--- src/rtl/tsb_entry_check_map.svh ---
`ifndef TSB_ENTRY_CHECK_MAP_SVH
`define TSB_ENTRY_CHECK_MAP_SVH
// ****************************************************************
// Tag word fields
// ****************************************************************
`define TAG_SPACE_HI    63
`define TAG_SPACE_LO    48
`define TAG_RSVD_HI     47
`define TAG_RSVD_LO     42
`define TAG_VPT_HI      41
`define TAG_VPT_LO      0
`define VADDR_VPT_LO    22
// ****************************************************************
// Data word fields
// ****************************************************************
`define DAT_OK          63
`define DAT_NFO         62
`define DAT_OSH_HI      61
`define DAT_OSH_LO      56
`define DAT_RPN_HI      55
`define DAT_RPN_LO      13
`define DAT_SWAP        12
`define DAT_STRICT      11
`define DAT_PCACHE      10
`define DAT_VCACHE      9
`define DAT_KERNEL      8
`define DAT_FETCH_OK    7
`define DAT_STORE_OK    6
`define DAT_OSL_HI      5
`define DAT_OSL_LO      4
`define DAT_PSIZE_HI    3
`define DAT_PSIZE_LO    0
// ****************************************************************
// Page offsets, address widths, table geometry
// ****************************************************************
`define OFS_8K          6'd13
`define OFS_64K         6'd16
`define OFS_4M          6'd22
`define OFS_256M        6'd28
`define PA_WIDTH        7'd40
`define TBL_MIN_LOG2    6'd9
`define TBL_LINE_SHIFT  4
`define RESET_WORD      64'h0000_0000_0000_0000
`endif

--- src/rtl/tsb_entry_check_pkg.sv ---
package tsb_entry_check_pkg;
   typedef enum logic [3:0] {
      PSIZE_8K   = 4'h0,
      PSIZE_64K  = 4'h1,
      PSIZE_4M   = 4'h3,
      PSIZE_256M = 4'h5
   } page_size_t;

   typedef enum logic [1:0] {
      ACC_LOAD     = 2'h0,
      ACC_STORE    = 2'h1,
      ACC_FETCH    = 2'h2,
      ACC_PREFETCH = 2'h3
   } access_kind_t;
endpackage : tsb_entry_check_pkg

--- src/rtl/tsb_entry_check.sv ---
// Overview of operation
// - Tag bits 63:48 hold the 16-bit address space tag, compared at lookup.
// - Any nonzero tag bit 47:42 forces a mismatch.
// - Tag bits 41:0 compare with virtual address bits 63:22.
// - Entry translates only when data bit 63 is set.
// - Bit 62 set: only nofault-space loads translate; other data accesses trap.
// - Fetch from a page with bit 62 set raises the fetch trap.
// - Data bits 61:56 are free for software; readback returns zero.
// - Data bits 55:13 give real address bits 55:13.
// - Real address width is at least 40 bits; upper bits read zero.
// - Bit 12 flips data endianness; ignored by the instruction unit.
// - Bit 11 set makes nofault-space loads trap within the page.
// - Bit 11: noncacheable non-block accesses strongly ordered, stores unmerged.
// - Bit 11: software prefetch becomes a no-op.
// - Bits 10 and 9 pass unaltered to the cache subsystem.
// - Instruction unit reads virtual cacheable as zero.
// - Bit 8 set and unprivileged access raises the matching trap.
// - Bit 7 clear makes instruction fetch trap.
// - Stores are permitted only when bit 6 is set.
// - Data bits 5:4 are free for software; readback returns zero.
// - Page size codes 0,1,3,5 mean 8K, 64K, 4M, 256M; others reserved.
// - Table index is the low n page number bits, added to the base.
// - Table holds at least 512 lines of 16 bytes each.
// - 8K, 64K and 4M pages supported; 256M supported too.
`include "tsb_entry_check_map.svh"
module tsb_entry_check
   import tsb_entry_check_pkg::*;
(
   input  wire logic         clk_sys,          // Processor clock
   input  wire logic         rst_b,            // Async reset, active low
   input  wire logic         req_valid,        // Lookup request strobe
   input  wire access_kind_t req_kind,         // Access kind
   input  wire logic         req_itu,          // Entry is for fetch unit
   input  wire logic         req_nofault,      // Load via nofault space
   input  wire logic         req_block,        // Block load or store
   input  wire logic         privileged_state, // Current privilege
   input  wire logic [15:0]  req_space,        // Requesting space tag
   input  wire logic [63:0]  req_vaddr,        // Virtual address
   input  wire logic [63:0]  tag_word,         // Entry tag word
   input  wire logic [63:0]  data_word,        // Entry data word
   input  wire logic [63:0]  table_base,       // Table base address
   input  wire logic [2:0]   table_size,       // Log2 entries minus 9
   output logic              rsp_valid_reg,    // Answer strobe
   output logic              hit_reg,          // Entry usable
   output logic              size_bad_reg,     // Reserved size code
   output logic [63:0]       real_addr_reg,    // Translated address
   output logic              fetch_trap_reg,   // fetch_access_trap
   output logic              data_trap_reg,    // data_access_trap
   output logic              store_deny_reg,   // Write not permitted
   output logic              swap_order_reg,   // Invert endianness
   output logic              strict_order_reg, // Strongly ordered
   output logic              no_merge_reg,     // Do not merge store
   output logic              prefetch_nop_reg, // Prefetch as no-op
   output logic              phys_cache_reg,   // phys_cachable
   output logic              virt_cache_reg,   // virt_cachable
   output logic [63:0]       readback_reg,     // Data word as held
   output logic [63:0]       entry_addr_reg    // Table line address
);
   // ****************************************************************
   // Tag comparison
   // ****************************************************************
   logic        space_eq;
   logic        rsvd_zero;
   logic        vpt_eq;
   logic        entry_ok;
   logic        size_bad;
   logic        match;
   assign space_eq  =
      tag_word[`TAG_SPACE_HI:`TAG_SPACE_LO] == req_space;
   assign rsvd_zero =
      tag_word[`TAG_RSVD_HI:`TAG_RSVD_LO] == 6'h00;
   assign vpt_eq    = tag_word[`TAG_VPT_HI:`TAG_VPT_LO] ==
      req_vaddr[63:`VADDR_VPT_LO];
   assign entry_ok  = data_word[`DAT_OK];
   // Reserved size codes cannot translate: the page extent is unknown
   assign match     = entry_ok && rsvd_zero && space_eq && vpt_eq
                      && !size_bad;

   // ****************************************************************
   // Page size decode
   // ****************************************************************
   logic [3:0]  psize;
   logic [5:0]  ofs_bits;
   assign psize = data_word[`DAT_PSIZE_HI:`DAT_PSIZE_LO];
   assign ofs_bits =
      (psize == PSIZE_8K)   ? `OFS_8K   :
      (psize == PSIZE_64K)  ? `OFS_64K  :
      (psize == PSIZE_4M)   ? `OFS_4M   :
      (psize == PSIZE_256M) ? `OFS_256M : `OFS_8K;
   assign size_bad = !(psize == PSIZE_8K || psize == PSIZE_64K ||
                       psize == PSIZE_4M || psize == PSIZE_256M);

   // ****************************************************************
   // Real address forming
   // ****************************************************************
   logic [63:0] ofs_mask;
   logic [63:0] pa_mask;
   logic [63:0] rpn_word;
   logic [63:0] real_next;
   assign ofs_mask = ~(64'hFFFF_FFFF_FFFF_FFFF << ofs_bits);
   // Bits above the implemented width read as zero
   assign pa_mask  = ~(64'hFFFF_FFFF_FFFF_FFFF << `PA_WIDTH);
   assign rpn_word = {8'h00, data_word[`DAT_RPN_HI:`DAT_RPN_LO],
                      13'h0000};
   assign real_next = ((rpn_word & ~ofs_mask) |
                       (req_vaddr & ofs_mask)) & pa_mask;

   // ****************************************************************
   // Permission checks
   // ****************************************************************
   logic        is_fetch;
   logic        is_store;
   logic        is_load;
   logic        is_data;
   logic        nf_load;
   logic        nfo;
   logic        strict;
   logic        noncache;
   logic        priv_fault;
   logic        fetch_next;
   logic        data_next;
   assign is_fetch = req_kind == ACC_FETCH;
   assign is_store = req_kind == ACC_STORE;
   assign is_load  = req_kind == ACC_LOAD;
   assign is_data  = is_load || is_store;
   assign nf_load  = is_load && req_nofault;
   assign nfo      = data_word[`DAT_NFO];
   assign strict   = data_word[`DAT_STRICT];
   assign noncache = !data_word[`DAT_PCACHE] && !data_word[`DAT_VCACHE];
   assign priv_fault = data_word[`DAT_KERNEL] && !privileged_state;
   assign fetch_next = match && is_fetch &&
      (nfo || priv_fault || !data_word[`DAT_FETCH_OK]);
   assign data_next  = match && is_data &&
      ((nfo && !nf_load) ||
       (strict && nf_load) ||
       priv_fault);

   // ****************************************************************
   // Attributes for the load/store pipeline and caches
   // ****************************************************************
   logic        store_deny_next;
   logic        swap_next;
   logic        strict_next;
   logic        no_merge_next;
   logic        pf_nop_next;
   logic        vcache_next;
   logic [63:0] readback_next;
   assign store_deny_next = match && is_store &&
      !data_word[`DAT_STORE_OK];
   assign swap_next   = match && !req_itu && is_data &&
      data_word[`DAT_SWAP];
   assign strict_next = match && strict && noncache && is_data &&
      !req_block;
   assign no_merge_next = match && strict && noncache && is_store;
   // Hardware instruction prefetch arrives as a fetch and is unaffected
   assign pf_nop_next = match && strict &&
      req_kind == ACC_PREFETCH;
   assign vcache_next = data_word[`DAT_VCACHE] && !req_itu;
   always_comb begin
      readback_next = data_word;
      readback_next[`DAT_OSH_HI:`DAT_OSH_LO] = 6'h00;
      readback_next[`DAT_OSL_HI:`DAT_OSL_LO] = 2'h0;
      if (req_itu) begin
         readback_next[`DAT_VCACHE] = 1'b0;
      end
   end

   // ****************************************************************
   // Table line address
   // ****************************************************************
   logic [5:0]  tbl_log2;
   logic [63:0] idx_mask;
   logic [63:0] vpn;
   logic [63:0] entry_next;
   assign tbl_log2 = `TBL_MIN_LOG2 + {3'h0, table_size};
   assign idx_mask = ~(64'hFFFF_FFFF_FFFF_FFFF << tbl_log2);
   assign vpn      = {13'h0000, req_vaddr[63:13]};
   // Each line is an 8-byte tag then an 8-byte data word
   assign entry_next = table_base +
      ((vpn & idx_mask) << `TBL_LINE_SHIFT);

   // ****************************************************************
   // Output registers
   // ****************************************************************
   always_ff @(posedge clk_sys or negedge rst_b) begin
      if (!rst_b) begin
         rsp_valid_reg    <= 1'b0;
         hit_reg          <= 1'b0;
         size_bad_reg     <= 1'b0;
         real_addr_reg    <= `RESET_WORD;
         fetch_trap_reg   <= 1'b0;
         data_trap_reg    <= 1'b0;
         store_deny_reg   <= 1'b0;
         swap_order_reg   <= 1'b0;
         strict_order_reg <= 1'b0;
         no_merge_reg     <= 1'b0;
         prefetch_nop_reg <= 1'b0;
         phys_cache_reg   <= 1'b0;
         virt_cache_reg   <= 1'b0;
         readback_reg     <= `RESET_WORD;
         entry_addr_reg   <= `RESET_WORD;
      end else begin
         rsp_valid_reg    <= req_valid;
         hit_reg          <= req_valid && match;
         size_bad_reg     <= req_valid && size_bad;
         real_addr_reg    <= match ? real_next : `RESET_WORD;
         fetch_trap_reg   <= req_valid && fetch_next;
         data_trap_reg    <= req_valid && data_next;
         store_deny_reg   <= req_valid && store_deny_next;
         swap_order_reg   <= req_valid && swap_next;
         strict_order_reg <= req_valid && strict_next;
         no_merge_reg     <= req_valid && no_merge_next;
         prefetch_nop_reg <= req_valid && pf_nop_next;
         phys_cache_reg   <= data_word[`DAT_PCACHE];
         virt_cache_reg   <= vcache_next;
         readback_reg     <= readback_next;
         entry_addr_reg   <= entry_next;
      end
   end

   // ****************************************************************
   // Checks
   // ****************************************************************
   a_hit_space_match: assert property (
      @(posedge clk_sys) disable iff (!rst_b)
      hit_reg |-> $past(tag_word[63:48]) == $past(req_space))
      else $error("hit with unequal space tag");

   a_rsvd_tag_miss: assert property (
      @(posedge clk_sys) disable iff (!rst_b)
      req_valid && tag_word[47:42] != 6'h00 |=> !hit_reg)
      else $error("hit with reserved tag bits set");

   a_page_tag_match: assert property (
      @(posedge clk_sys) disable iff (!rst_b)
      hit_reg |-> $past(tag_word[41:0]) == $past(req_vaddr[63:22]))
      else $error("hit with unequal page tag");

   a_invalid_no_use: assert property (
      @(posedge clk_sys) disable iff (!rst_b)
      req_valid && !data_word[63] |=> !hit_reg && !fetch_trap_reg
         && !data_trap_reg && real_addr_reg == 64'h0)
      else $error("invalid entry produced a result");

   a_nfo_store_trap: assert property (
      @(posedge clk_sys) disable iff (!rst_b)
      req_valid && match && data_word[62] && req_kind == ACC_STORE
      |=> data_trap_reg)
      else $error("store to nofault-only page did not trap");

   a_nfo_fetch_trap: assert property (
      @(posedge clk_sys) disable iff (!rst_b)
      req_valid && match && data_word[62] && req_kind == ACC_FETCH
      |=> fetch_trap_reg && !data_trap_reg)
      else $error("fetch from nofault-only page did not trap");

   a_os_bits_zero: assert property (
      @(posedge clk_sys) disable iff (!rst_b)
      readback_reg[61:56] == 6'h00 && readback_reg[5:4] == 2'h0)
      else $error("software bits visible on readback");

   a_real_page: assert property (
      @(posedge clk_sys) disable iff (!rst_b)
      hit_reg && $past(data_word[3:0]) == 4'h0 |->
      real_addr_reg[39:13] == $past(data_word[39:13])
      && real_addr_reg[63:40] == 24'h000000)
      else $error("real page number wrong");

   a_strict_nf_trap: assert property (
      @(posedge clk_sys) disable iff (!rst_b)
      req_valid && match && data_word[11] && req_kind == ACC_LOAD
      && req_nofault |=> data_trap_reg)
      else $error("nofault load to strict page did not trap");

   a_itu_vcache_zero: assert property (
      @(posedge clk_sys) disable iff (!rst_b)
      req_itu |=> !virt_cache_reg && !readback_reg[9] && !swap_order_reg)
      else $error("instruction unit shows virt cacheable or swap");

   a_kernel_page_trap: assert property (
      @(posedge clk_sys) disable iff (!rst_b)
      req_valid && match && data_word[8] && !privileged_state
      && req_kind != ACC_PREFETCH |=> fetch_trap_reg || data_trap_reg)
      else $error("unprivileged access to kernel page did not trap");

   a_store_perm: assert property (
      @(posedge clk_sys) disable iff (!rst_b)
      store_deny_reg |-> $past(req_kind) == ACC_STORE
      && !$past(data_word[6]))
      else $error("store denial without cause");

   // The line register still holds its reset value at the first edge
   a_table_index: assert property (
      @(posedge clk_sys) disable iff (!rst_b)
      $past(rst_b) && $past(table_size) == 3'h0 |->
      entry_addr_reg == $past(table_base) +
      {51'h0, $past(req_vaddr[21:13]), 4'h0})
      else $error("table line address wrong for 512 entries");

   a_rsvd_size_miss: assert property (
      @(posedge clk_sys) disable iff (!rst_b)
      req_valid && data_word[3:0] == 4'h2 |=> size_bad_reg && !hit_reg)
      else $error("reserved page size code was not refused");
endmodule : tsb_entry_check

--- config.mk ---
export PLATFORM = sky130hd
export DESIGN_NAME = tsb_entry_check
export DESIGN_NICKNAME = d
export VERILOG_FILES = /design/src/rtl/tsb_entry_check_pkg.sv /design/src/rtl/tsb_entry_check.sv
export VERILOG_INCLUDE_DIRS = /design/src /design/src/rtl
export SDC_FILE = /design/constraint.sdc
export NUM_CORES = 1
export LEC_CHECK = 0
export ABC_CLOCK_PERIOD_IN_PS = 1400
export BUFFER_PORTS_ARGS = -buffer_cell sky130_fd_sc_hd__buf_2
export CAP_MARGIN = 20
export CELL_PAD_IN_SITES_DETAIL_PLACEMENT = 1
export CELL_PAD_IN_SITES_GLOBAL_PLACEMENT = 2
export CORE_AREA = 2 2 192 194
export CTS_CLUSTER_SIZE = 12
export DETAILED_ROUTE_END_ITERATION = 8
export DIE_AREA = 0 0 194 196
export PLACE_DENSITY = 0.86
export SLEW_MARGIN = 0
export SYNTH_ARGS = -nofsm -noshare
export SYNTH_HDL_FRONTEND = slang
export SYNTH_SLANG_ARGS = --single-unit
--- constraint.sdc ---
create_clock -name clk_sys -period 1.4 [get_ports clk_sys]
set_clock_uncertainty 0.1 [all_clocks]
set_input_delay 0.21 -clock clk_sys [delete_from_list [all_inputs] [get_ports clk_sys]]
set_output_delay 0.21 -clock clk_sys [all_outputs]
set_load 0.02 [all_outputs]
==> results.ini, run 1 <==
[power]
power_density_nw_per_um2=860
power.leakage_nw=8.21
vdd_drop_max_mv=0.690

[placed_design]
dp_hpwl_um=32600
place_ws_ns=-2.42
portBuffers=447
placed_area_um2=12900
gp_congestion=0.909

[cells_and_area]
areaGrowthSynthToFinish_pct=93.6
seq_area_um2=4250
largest_reg_flops=64
design_area_um2=16400
nets=1891
multi_input_area_um2=5430
postLayoutCoreUtil_pct=45.5
fillers=4053
drive_gt1_share_pct=58.4

[global_route]
grt-ovfl-total=0
grt_pass1_wl_um=63300
grt_max_degree=35
grt_pass1_vias=10300
grt.total_usage_pct=22.1
antenna_found_initial=7

[yosys]
ys_types=68
yosysSeqAreaShare_pct=50.2
synthArstFlopShare_pct=100
syn_area_um2=8480
syn_avg_cell_area_um2=10.8
yosys.area_share.xor_xnor_pct=12.0
synth_seq_cells=170
synth-edff-count=0
yosysTopAreaCellShare_pct=50.2
synth_ff_type=dfrtp_1
synth_compound_area_share_pct=9.60
yosysTopAreaCell=dfrtp_1
synthTopCellsByCount=dfrtp_1, xor2_1, nand2_1, xnor2_1, a21oi_1
synth.most_common_cell=dfrtp_1
synth_top_family_by_area=simple AND/OR/NAND/NOR gates
synth_fa_ha_area_share_pct=5.55
yosysWarnings=0
synth-simple-area-share_pct=16.6
netlist_instances=782
synthMuxAreaShare_pct=1.42
yosys-top-cells-area=dfrtp_1, xor2_1, ha_1, xnor2_1, buf_4

[worst_setup_path]
critPathRequiredTime_ns=1.62
startpoint_type=primary input
critPathKind=in2reg
crit_path_end_kind=register
crit_arrival_ns=3.37
crit_fanout=6

[routing]
num_vias=9313
first_pass_iters=6
via_per_inst=4.54
routed_wl_um=44000
antenna_left=0
drc=0
drt_first_iter_violations=327
wl_per_cell_um=21.4

[clock_network]
cts_hold_buf=107
clock_sinks=170
cts_max_path_buffers=2
path_clk_slew_ns=0.08
tritoncts=built
cts_buffers=17
cts-root-buf=clkbuf_16
h-tree-depth=4

[hold_path]
holdPathEnd=entry_addr_reg[4]
hold_start=table_base[4]
whs_path_depth=2
min_path_type=in2reg

[die]
ios=488
die_y_um=196
core.rowCount=70
dieArea_um2=38000
initial_utilization_pct=23.5
die_w_um=194
core-area_um2=36100

[sta]
rsz0062_at_grt=yes
period_share_pct=225
max_freq_mhz=317
final-setup-viol-count=107
whs_ns=-0.0531
setup_slack_ns=-1.75
hold_viol_final=1
relSlewSlack_pct=62.9
tightestPinTransition_ns=0.551
slew_violations=0
fin_crit_ns=3.15

[run]
cap_violations=0

[run_status]
violations=hold timing, setup timing
status=finished with violations

repair_timing:
item | in CTS | in global routing
endpoints found under the setup margin | 107 | 107
setup buffers | 23 | 25
endpoints found under the hold margin | 291 | 1
cloned | 3 | 0
pin swaps | 71 | 79
gates resized for setup | 177 | 116
where the power goes:
group / switching [mW] / internal [mW] / leakage (nW) / total (mW)
combinational: 2.16 / 1.82 / 5.83 / 3.98
clock: 2.44 / 2.42 / 0.291 / 4.85
sequential: 0.0948 / 5.19 / 2.09 / 5.29
total: 4.69 / 9.43 / 8.21 / 14.1
worst max-delay path by stage:
stage	startpoint	to	slack (ns)
after floorplan	table_size[0]	entry_addr_reg[44]	-1.96
after global placement	table_size[0]	entry_addr_reg[46]	-2.24
after detailed placement	table_size[0]	entry_addr_reg[62]	-2.42
after CTS	table_size[1]	entry_addr_reg[62]	-1.55
after global routing	table_size[1]	entry_addr_reg[62]	-1.83
final	table_size[1]	entry_addr_reg[62]	-1.75
cells in the final DEF (no fill, tap or decap), types with 11 or more instances in the layout:
cell type and count:
buf_2 438, nor4_2 11, and2_4 17, dfrtp_1 170, nand2_1 49, ha_4 13, ha_1 19, a21oi_1 20
buf_6 49, a21o_1 13, and3_1 12, conb_1 32, a21oi_2 15, clkbuf_16 17, xnor2_2 11, nand4_1 15
xor2_1 63, and2_1 15, xnor2_1 30, nor2_1 21, dlygate4sd3_1 107, buf_12 11, mux2i_1 12, buf_4 185
worst max-delay path, stage by stage:
cell and delay (ns):
buf_8 0.10, ha_4 0.16, ha_4 0.26, nand2b_4 0.17, buf_6 0.13, o211a_1 0.23, ha_4 0.23, buf_4 0.16
o21ai_0 0.12, nand2b_1 0.14, a31oi_1 0.26, o211ai_1 0.14, buf_4 0.17, a211o_4 0.36, a31oi_4 0.16, buf_12 0.15
nor3_2 0.04, xor2_1 0.17
layout make-up:
cell class	count	share of cell area (%)
antenna	1	0.0152
clock buffer	17	2.59
clock inverter	15	1.07
inverter	11	0.267
multi-input combinational	576	33.1
sequential	170	25.9
tap	468	3.57
timing repair buffer	794	33.5
cell families (layout without fill, tap and decap cells):
group / Yosys count / in the layout
buffers and inverters: 67 / 837
adder cells (fa/ha/maj): 37 / 37
flip-flops: 170 / 170
multiplexers: 12 / 12
AND/OR/NAND/NOR: 257 / 257
AO/OA/AOI/OAI: 122 / 122
other: 1 / 33
XOR/XNOR: 116 / 116
layer usage:
layer	share of wire [%]	GRT usage, %	up-vias	routed length (um)
met5	0.13	0	-	55
met1	39	25.8	4630	16900
met4	2.4	6.12	8	1060
met3	5.4	4.80	64	2380
li1	-	-	4234	-
met2	54	40.8	377	23600
per-stage QoR:
stage / cells / setup TNS (ns) / power, mW
floorplan: 813 / -108.24 / 6.81
global placement: 1872 / -168.23 / 8.47
detailed placement: 1872 / -174.73 / 8.53
CTS: 2036 / -95.51 / 14.0
global route: 2052 / -111.69 / 14.8
finish: 2052 / -101.09 / 14.1
(Power assumes the default switching activity.)
==> run 2, diff against run 1 <==
CELL_PAD_IN_SITES_DETAIL_PLACEMENT = default   (was 1)
CELL_PAD_IN_SITES_GLOBAL_PLACEMENT = default   (was 2)
CORE_AREA = 2 2 191 193   (was 2 2 192 194)
CTS_BUF_LIST = sky130_fd_sc_hd__clkbuf_2 sky130_fd_sc_hd__clkbuf_4 sky130_fd_sc_hd__clkbuf_8   (was default)
DIE_AREA = 0 0 193 195   (was 0 0 194 196)
PLACE_DENSITY = 0.59   (was 0.86)
==> run 2 against run 1 <==
  * The run still ends with hold timing, setup timing left
  * Sequential share of layout area decreased by 0.58 points
  * Wire length decreased by 7.7%
  * Non-clock buffer count increased by 23
  * Sequential power hardly changed
  * Clock power shrank 26%
  * Cell count up 1.1%
  * Maximum frequency grew 4.9%
  * Sequential cell count stayed put
  * Power shrank 7.4%
  * Critical path depth down 2
  * Clock-buffer cell count unchanged
  * Largest power group unchanged
==> results.ini, run 2 (synthesized netlist as in run 1, its figures left out) <==
[routing]
routed_wl_um=40600  ; -7.7%
drt_first_iter_violations=344  ; +5.2%
wl_per_cell_um=19.6  ; -8.7%
first_pass_iters=5  ; -1
via_per_inst=4.45  ; -2.0%
antenna_left=0  ; unchanged
drc=0  ; unchanged
num_vias=9220  ; -1.0%

[sta]
fin_crit_ns=3.00  ; -0.148 ns
relSlewSlack_pct=63.0  ; +0.065 points
slew_violations=0  ; unchanged
whs_ns=-0.0285  ; +0.0246 ns
fin_tns_setup_ns=-96.37  ; +4.72 ns
max_freq_mhz=333  ; +4.9%
hold_viol_final=2  ; +1
tightestPinTransition_ns=0.550  ; -0.000964 ns
period_share_pct=214  ; -11 points
setup_slack_ns=-1.60  ; +0.148 ns
rsz0062_at_grt=yes
final-setup-viol-count=107  ; unchanged

[cells_and_area]
multi_input_area_um2=5270  ; -3.1%
final_cell_mix=buf_2, buf_4, dfrtp_1
drive_gt1_share_pct=57.3  ; -1.0 points
areaGrowthSynthToFinish_pct=98.1
seq_area_um2=4250  ; unchanged
fillers=3185  ; -21%
largest_reg_flops=64  ; unchanged
nets=1914  ; +1.2%
design_area_um2=16800  ; +2.3%
postLayoutCoreUtil_pct=47.5  ; +2.0 points
final_common_cell=buf_2

[global_route]
grt.total_usage_pct=20.9  ; -1.2 points
grt_pass1_wl_um=57600  ; -9.0%
grt_max_degree=42  ; +20%
antenna_found_initial=11  ; +4
grt_pass1_vias=9698  ; -5.8%
grt-ovfl-total=0  ; unchanged

[run_status]
status=finished with violations
violations=hold timing, setup timing

[worst_setup_path]
crit_arrival_ns=3.31  ; -0.06 ns
crit_path_end_kind=register
crit_fanout=6  ; unchanged
critPathRequiredTime_ns=1.71  ; +0.09 ns
startpoint_type=primary input
critPathKind=in2reg

[placed_design]
dp_hpwl_um=30900  ; -5.1%
gp_congestion=0.917  ; +0.90%
portBuffers=447  ; unchanged
placed_area_um2=13000  ; +1.1%

[clock_network]
h-tree-depth=4  ; unchanged
tritoncts=built
cts_buffers=17  ; unchanged
clock_sinks=170  ; unchanged
path_clk_slew_ns=0.10  ; +0.02 ns
cts_hold_buf=111  ; +3.7%
cts_max_path_buffers=2  ; unchanged
cts-root-buf=clkbuf_8

[power]
vdd_drop_max_mv=0.524  ; -24%
p_total_mw=13.1  ; -7.4%
power.leakage_nw=8.41  ; +2.4%
clkPwrFrac_pct=27.3  ; -7.1 points
pwr-share-comb_pct=32.0  ; +3.8 points
p_sw_mw=4.32  ; -7.9%
intPower_mw=8.75  ; -7.2%
sw_frac_of_total_pct=33.1  ; -0.17 points
seqPwrFrac_pct=40.7  ; +3.2 points
power_density_nw_per_um2=778  ; -9.5%

[die]
core.rowCount=69  ; -1.4%
die_w_um=193  ; -0.52%
core-area_um2=35400  ; -1.9%
ios=488  ; unchanged
initial_utilization_pct=24.0  ; +0.46 points
dieArea_um2=37600  ; -1.0%
die_y_um=195  ; -0.51%

[hold_path]
min_path_type=in2reg

[run]
cap_violations=0  ; unchanged

run 2: cell count changes in the layout (fill, tap and decap cells not counted), sizes merged:
cell	change
buf	+18
bufinv	+1
clkbuf	+1
clkinv	-2
diode	+6
dlygate4sd3	+4
inv	+1
run 2: worst paths after layout:
path                               start            endpoint  slack (ns)  depth (start not counted)
max in group asynchronous          rst_b   real_addr_reg[23]        0.57                          3
setup / recovery           table_size[1]  entry_addr_reg[62]       -1.60                         16
hold / removal             table_base[4]   entry_addr_reg[4]       -0.03                          2
min in group asynchronous          rst_b    readback_reg[32]        0.09                          2
run 2: worst max-delay path, cell delays in order:
cell and delay (ns):
buf_8 0.10, ha_4 0.16, ha_4 0.15, or2_4 0.27, buf_6 0.13, o31a_1 0.27, ha_4 0.29, a21o_1 0.13
nand4_1 0.13, a21bo_2 0.23, o211ai_1 0.32, a211o_1 0.29, a31oi_4 0.11, buf_12 0.16, nor3_4 0.18, xor2_1 0.18
run 2: routing by layer:
metal | track usage (%) | up-vias | share of wire [%] | routed length [um]
met4 | 7.04 | 8 | 2.9 | 1180
met3 | 5.32 | 63 | 7.0 | 2830
li1 | - | 4294 | - | -
met2 | 37.7 | 415 | 52 | 21000
met1 | 23.7 | 4440 | 38 | 15500
met5 | 0 | - | 0.12 | 48
run 2: power groups by stage:
stage / sequential (mW) / clock, mW / combinational (mW)
finish: 5.32 / 3.57 / 4.19
global route: 5.35 / 3.94 / 4.47
CTS: 5.31 / 3.72 / 3.93
detailed placement: 5.38 / 0 / 3.16
global placement: 5.37 / 0 / 3.15
floorplan: 5.76 / 0 / 1.05
run 2: cell type report:
type                    instances  share of cell area [%]
flip-flops and latches        170                    25.3
inverters                      11                   0.246
clock inverters                15                   0.961
clock buffers                  17                    1.39
diodes                          7                   0.104
well taps                     461                    3.43
repair buffers                817                    37.2
multi-input cells             576                    31.4
run 2: repair_timing:
action                                  4_1_cts  5_1_grt
pin swaps                                   103       56
cloned                                        5        0
endpoints found under the setup margin      150      185
endpoints found under the hold margin       309        2
resized for setup                           263      174
buffers inserted                             32       17
run 2: metrics by stage:
stage	setup WS [ns]	cells	hold slack [ns]
floorplan	-1.96	813	-0.186
global route	-1.65	2070	-0.0889
detailed placement	-2.23	1882	0.0339
global placement	-2.16	1882	0.0339
CTS	-1.44	2058	-0.0923
finish	-1.60	2074	-0.0285
==> run 3, diff against run 2 <==
--- a/config.mk
+++ b/config.mk
@@ -10,10 +10,11 @@
 export BUFFER_PORTS_ARGS = -buffer_cell sky130_fd_sc_hd__buf_2
 export CAP_MARGIN = 20
-export CORE_AREA = 2 2 191 193
+export CORE_AREA = 2 2 190 192
 export CTS_BUF_LIST = sky130_fd_sc_hd__clkbuf_2 sky130_fd_sc_hd__clkbuf_4 sky130_fd_sc_hd__clkbuf_8
 export CTS_CLUSTER_SIZE = 12
 export DETAILED_ROUTE_END_ITERATION = 8
-export DIE_AREA = 0 0 193 195
+export DIE_AREA = 0 0 192 194
 export PLACE_DENSITY = 0.59
+export REMOVE_ABC_BUFFERS = 1
 export SLEW_MARGIN = 0
 export SYNTH_ARGS = -nofsm -noshare
==> constraint.sdc (replaced) <==
create_clock -name clk_sys -period 1.4 [get_ports clk_sys]
set_clock_uncertainty 0.1 [all_clocks]
set_input_delay 0.28 -clock clk_sys [delete_from_list [all_inputs] [get_ports clk_sys]]
set_output_delay 0.28 -clock clk_sys [all_outputs]
set_load 0.02 [all_outputs]
==> run 3 against run 2 <==
  * The flow finishes with violations (setup timing)
  * Non-clock buffer count decreased by 7
  * Maximum frequency decreased by 5.2%
  * Wire length increased by 1.3%
  * Core utilization increased by 0.52 points
  * Critical path depth increased by 2
  * Power about the same
==> results.ini, run 3 (synthesized netlist as in run 1, its figures left out) <==
[die]
die_y_um=194  ; -0.51%
initial_utilization_pct=24.1  ; +0.12 points
die_w_um=192  ; -0.52%
dieArea_um2=37200  ; -1.0%
ios=488  ; unchanged
core.rowCount=69  ; unchanged
core-area_um2=35200  ; -0.49%

[sta]
whs_ns=0.00414  ; +0.0327 ns
slew_violations=0  ; unchanged
tightestPinTransition_ns=0.535  ; -0.0146 ns
setup_slack_ns=-1.77  ; -0.163 ns
final-setup-viol-count=161  ; +50%
hold_viol_final=0  ; -2
relSlewSlack_pct=64.0  ; +0.98 points
fin_crit_ns=3.17  ; +0.163 ns
rsz0062_at_grt=yes
max_freq_mhz=316  ; -5.2%
period_share_pct=226  ; +12 points
fin_tns_setup_ns=-105.98  ; -9.61 ns

[global_route]
grt.total_usage_pct=21.4  ; +0.49 points
grt_pass1_wl_um=58600  ; +1.7%
grt_busiest_layer=met2
grt_pass1_vias=9775  ; +0.79%
grt-ovfl-total=0  ; unchanged
use_met1_pct=24.4  ; +0.74 points
grt_use_met2_pct=38.9  ; +1.2 points
antenna_found_initial=11  ; unchanged
met3_usage_pct=3.96  ; -1.4 points
grt_max_degree=35  ; -17%

[placed_design]
placed_area_um2=12800  ; -2.1%
place_ws_ns=-2.51  ; -0.281 ns
portBuffers=447  ; unchanged
gp_congestion=0.931  ; +1.5%
dp_cells=1884  ; +0.11%
dp_hpwl_um=31000  ; +0.24%

[cells_and_area]
design_area_um2=16900  ; +0.61%
final_cells=2070  ; -0.19%
drive_gt1_share_pct=55.5  ; -1.9 points
final_cell_mix=buf_2, buf_4, buf_6
final_common_cell=buf_2
largest_reg_flops=64  ; unchanged
areaGrowthSynthToFinish_pct=99.3
nets=1907  ; -0.37%

[clock_network]
cts-root-buf=clkbuf_8
cts_buffers=17  ; unchanged
cts_max_path_buffers=2  ; unchanged
h-tree-depth=4  ; unchanged
cts_hold_buf=109  ; -1.8%
clock_sinks=170  ; unchanged
path_clk_slew_ns=0.10  ; about the same
tritoncts=built

[routing]
first_pass_iters=4  ; -1
wl_per_cell_um=19.9  ; +1.5%
drc=0  ; unchanged
routed_wl_um=41100  ; +1.3%
antenna_left=0  ; unchanged
num_vias=9235  ; +0.16%
drt_first_iter_violations=367  ; +6.7%
via_per_inst=4.46  ; +0.36%

[worst_setup_path]
startpoint_type=primary input
critPathKind=in2reg
crit_fanout=6  ; unchanged
crit_path_end_kind=register
critPathRequiredTime_ns=1.68  ; -0.03 ns
crit_arrival_ns=3.45  ; +0.14 ns

[run_status]
status=finished with violations
violations=setup timing

[power]
vdd_drop_max_mv=0.541  ; +3.3%
power_density_nw_per_um2=773  ; -0.69%
power.leakage_nw=8.34  ; -0.87%

[hold_path]
whs_path_depth=2  ; unchanged
min_path_type=in2reg
holdPathEnd=entry_addr_reg[4]
hold_start=table_base[4]

[run]
cap_violations=0  ; unchanged

run 3: power breakdown:
part           internal (mW)  switching, mW  leakage, nW  total, mW
clock network           1.39           2.19        0.200       3.58
registers               5.20          0.161         2.09       5.36
logic                   2.08           2.05         6.05       4.13
total                   8.66           4.40         8.34       13.1
run 3: worst max-delay path, cell delays in order:
cell and delay [ns]:
buf_6 0.10, ha_4 0.16, ha_4 0.29, nor2b_4 0.15, a21oi_2 0.07, nor2b_1 0.22, ha_1 0.31, buf_6 0.16
a21oi_4 0.16, o221ai_2 0.12, a31oi_1 0.24, o211ai_1 0.13, buf_4 0.17, a211o_4 0.35, a31oi_4 0.15, buf_8 0.17
nor3_4 0.05, xor2_1 0.16
run 3: how the worst max path moves through the flow:
stage / startpoint / endpoint / cells past startpoint
floorplan: table_size[0] / entry_addr_reg[55] / 13
global placement: table_size[0] / entry_addr_reg[37] / 16
detailed placement: table_size[0] / entry_addr_reg[46] / 17
CTS: table_size[1] / entry_addr_reg[46] / 18
global route: table_size[1] / entry_addr_reg[46] / 18
finish: table_size[1] / entry_addr_reg[46] / 18
run 3: area by class of cell:
class | instances | area (um^2)
Sequential cell | 170 | 4250
Tap cell | 461 | 577
Inverter | 11 | 46.3
Timing Repair Buffer | 810 | 6570
Multi-Input combinational cell | 576 | 5030
Clock buffer | 18 | 248
Fill cell | 3118 | 18300
Clock inverter | 14 | 149
Antenna cell | 10 | 25.0
run 3: stage by stage:
step | power (mW) | util (%)
3_3_place_gp | 8.46 | 36.3
4_1_cts | 13.0 | 46.5
2_1_floorplan | 6.65 | -
6_report | 13.1 | 48.0
3_5_place_dp | 8.47 | 36.3
5_1_grt | 13.7 | 48.0
run 3: per-layer routing:
metal / vias to the layer above / routed length (um)
met5: - / 23
met4: 4 / 1310
met3: 76 / 2310
met2: 395 / 21500
met1: 4484 / 16000
li1: 4276 / -
run 3: repair_timing:
action / in CTS / in global routing
cloned: 3 / 1
pin swaps: 63 / 28
setup endpoints to repair: 280 / 279
gates resized for setup: 513 / 73
hold endpoints to repair: 295 / 1
setup buffers: 17 / 18
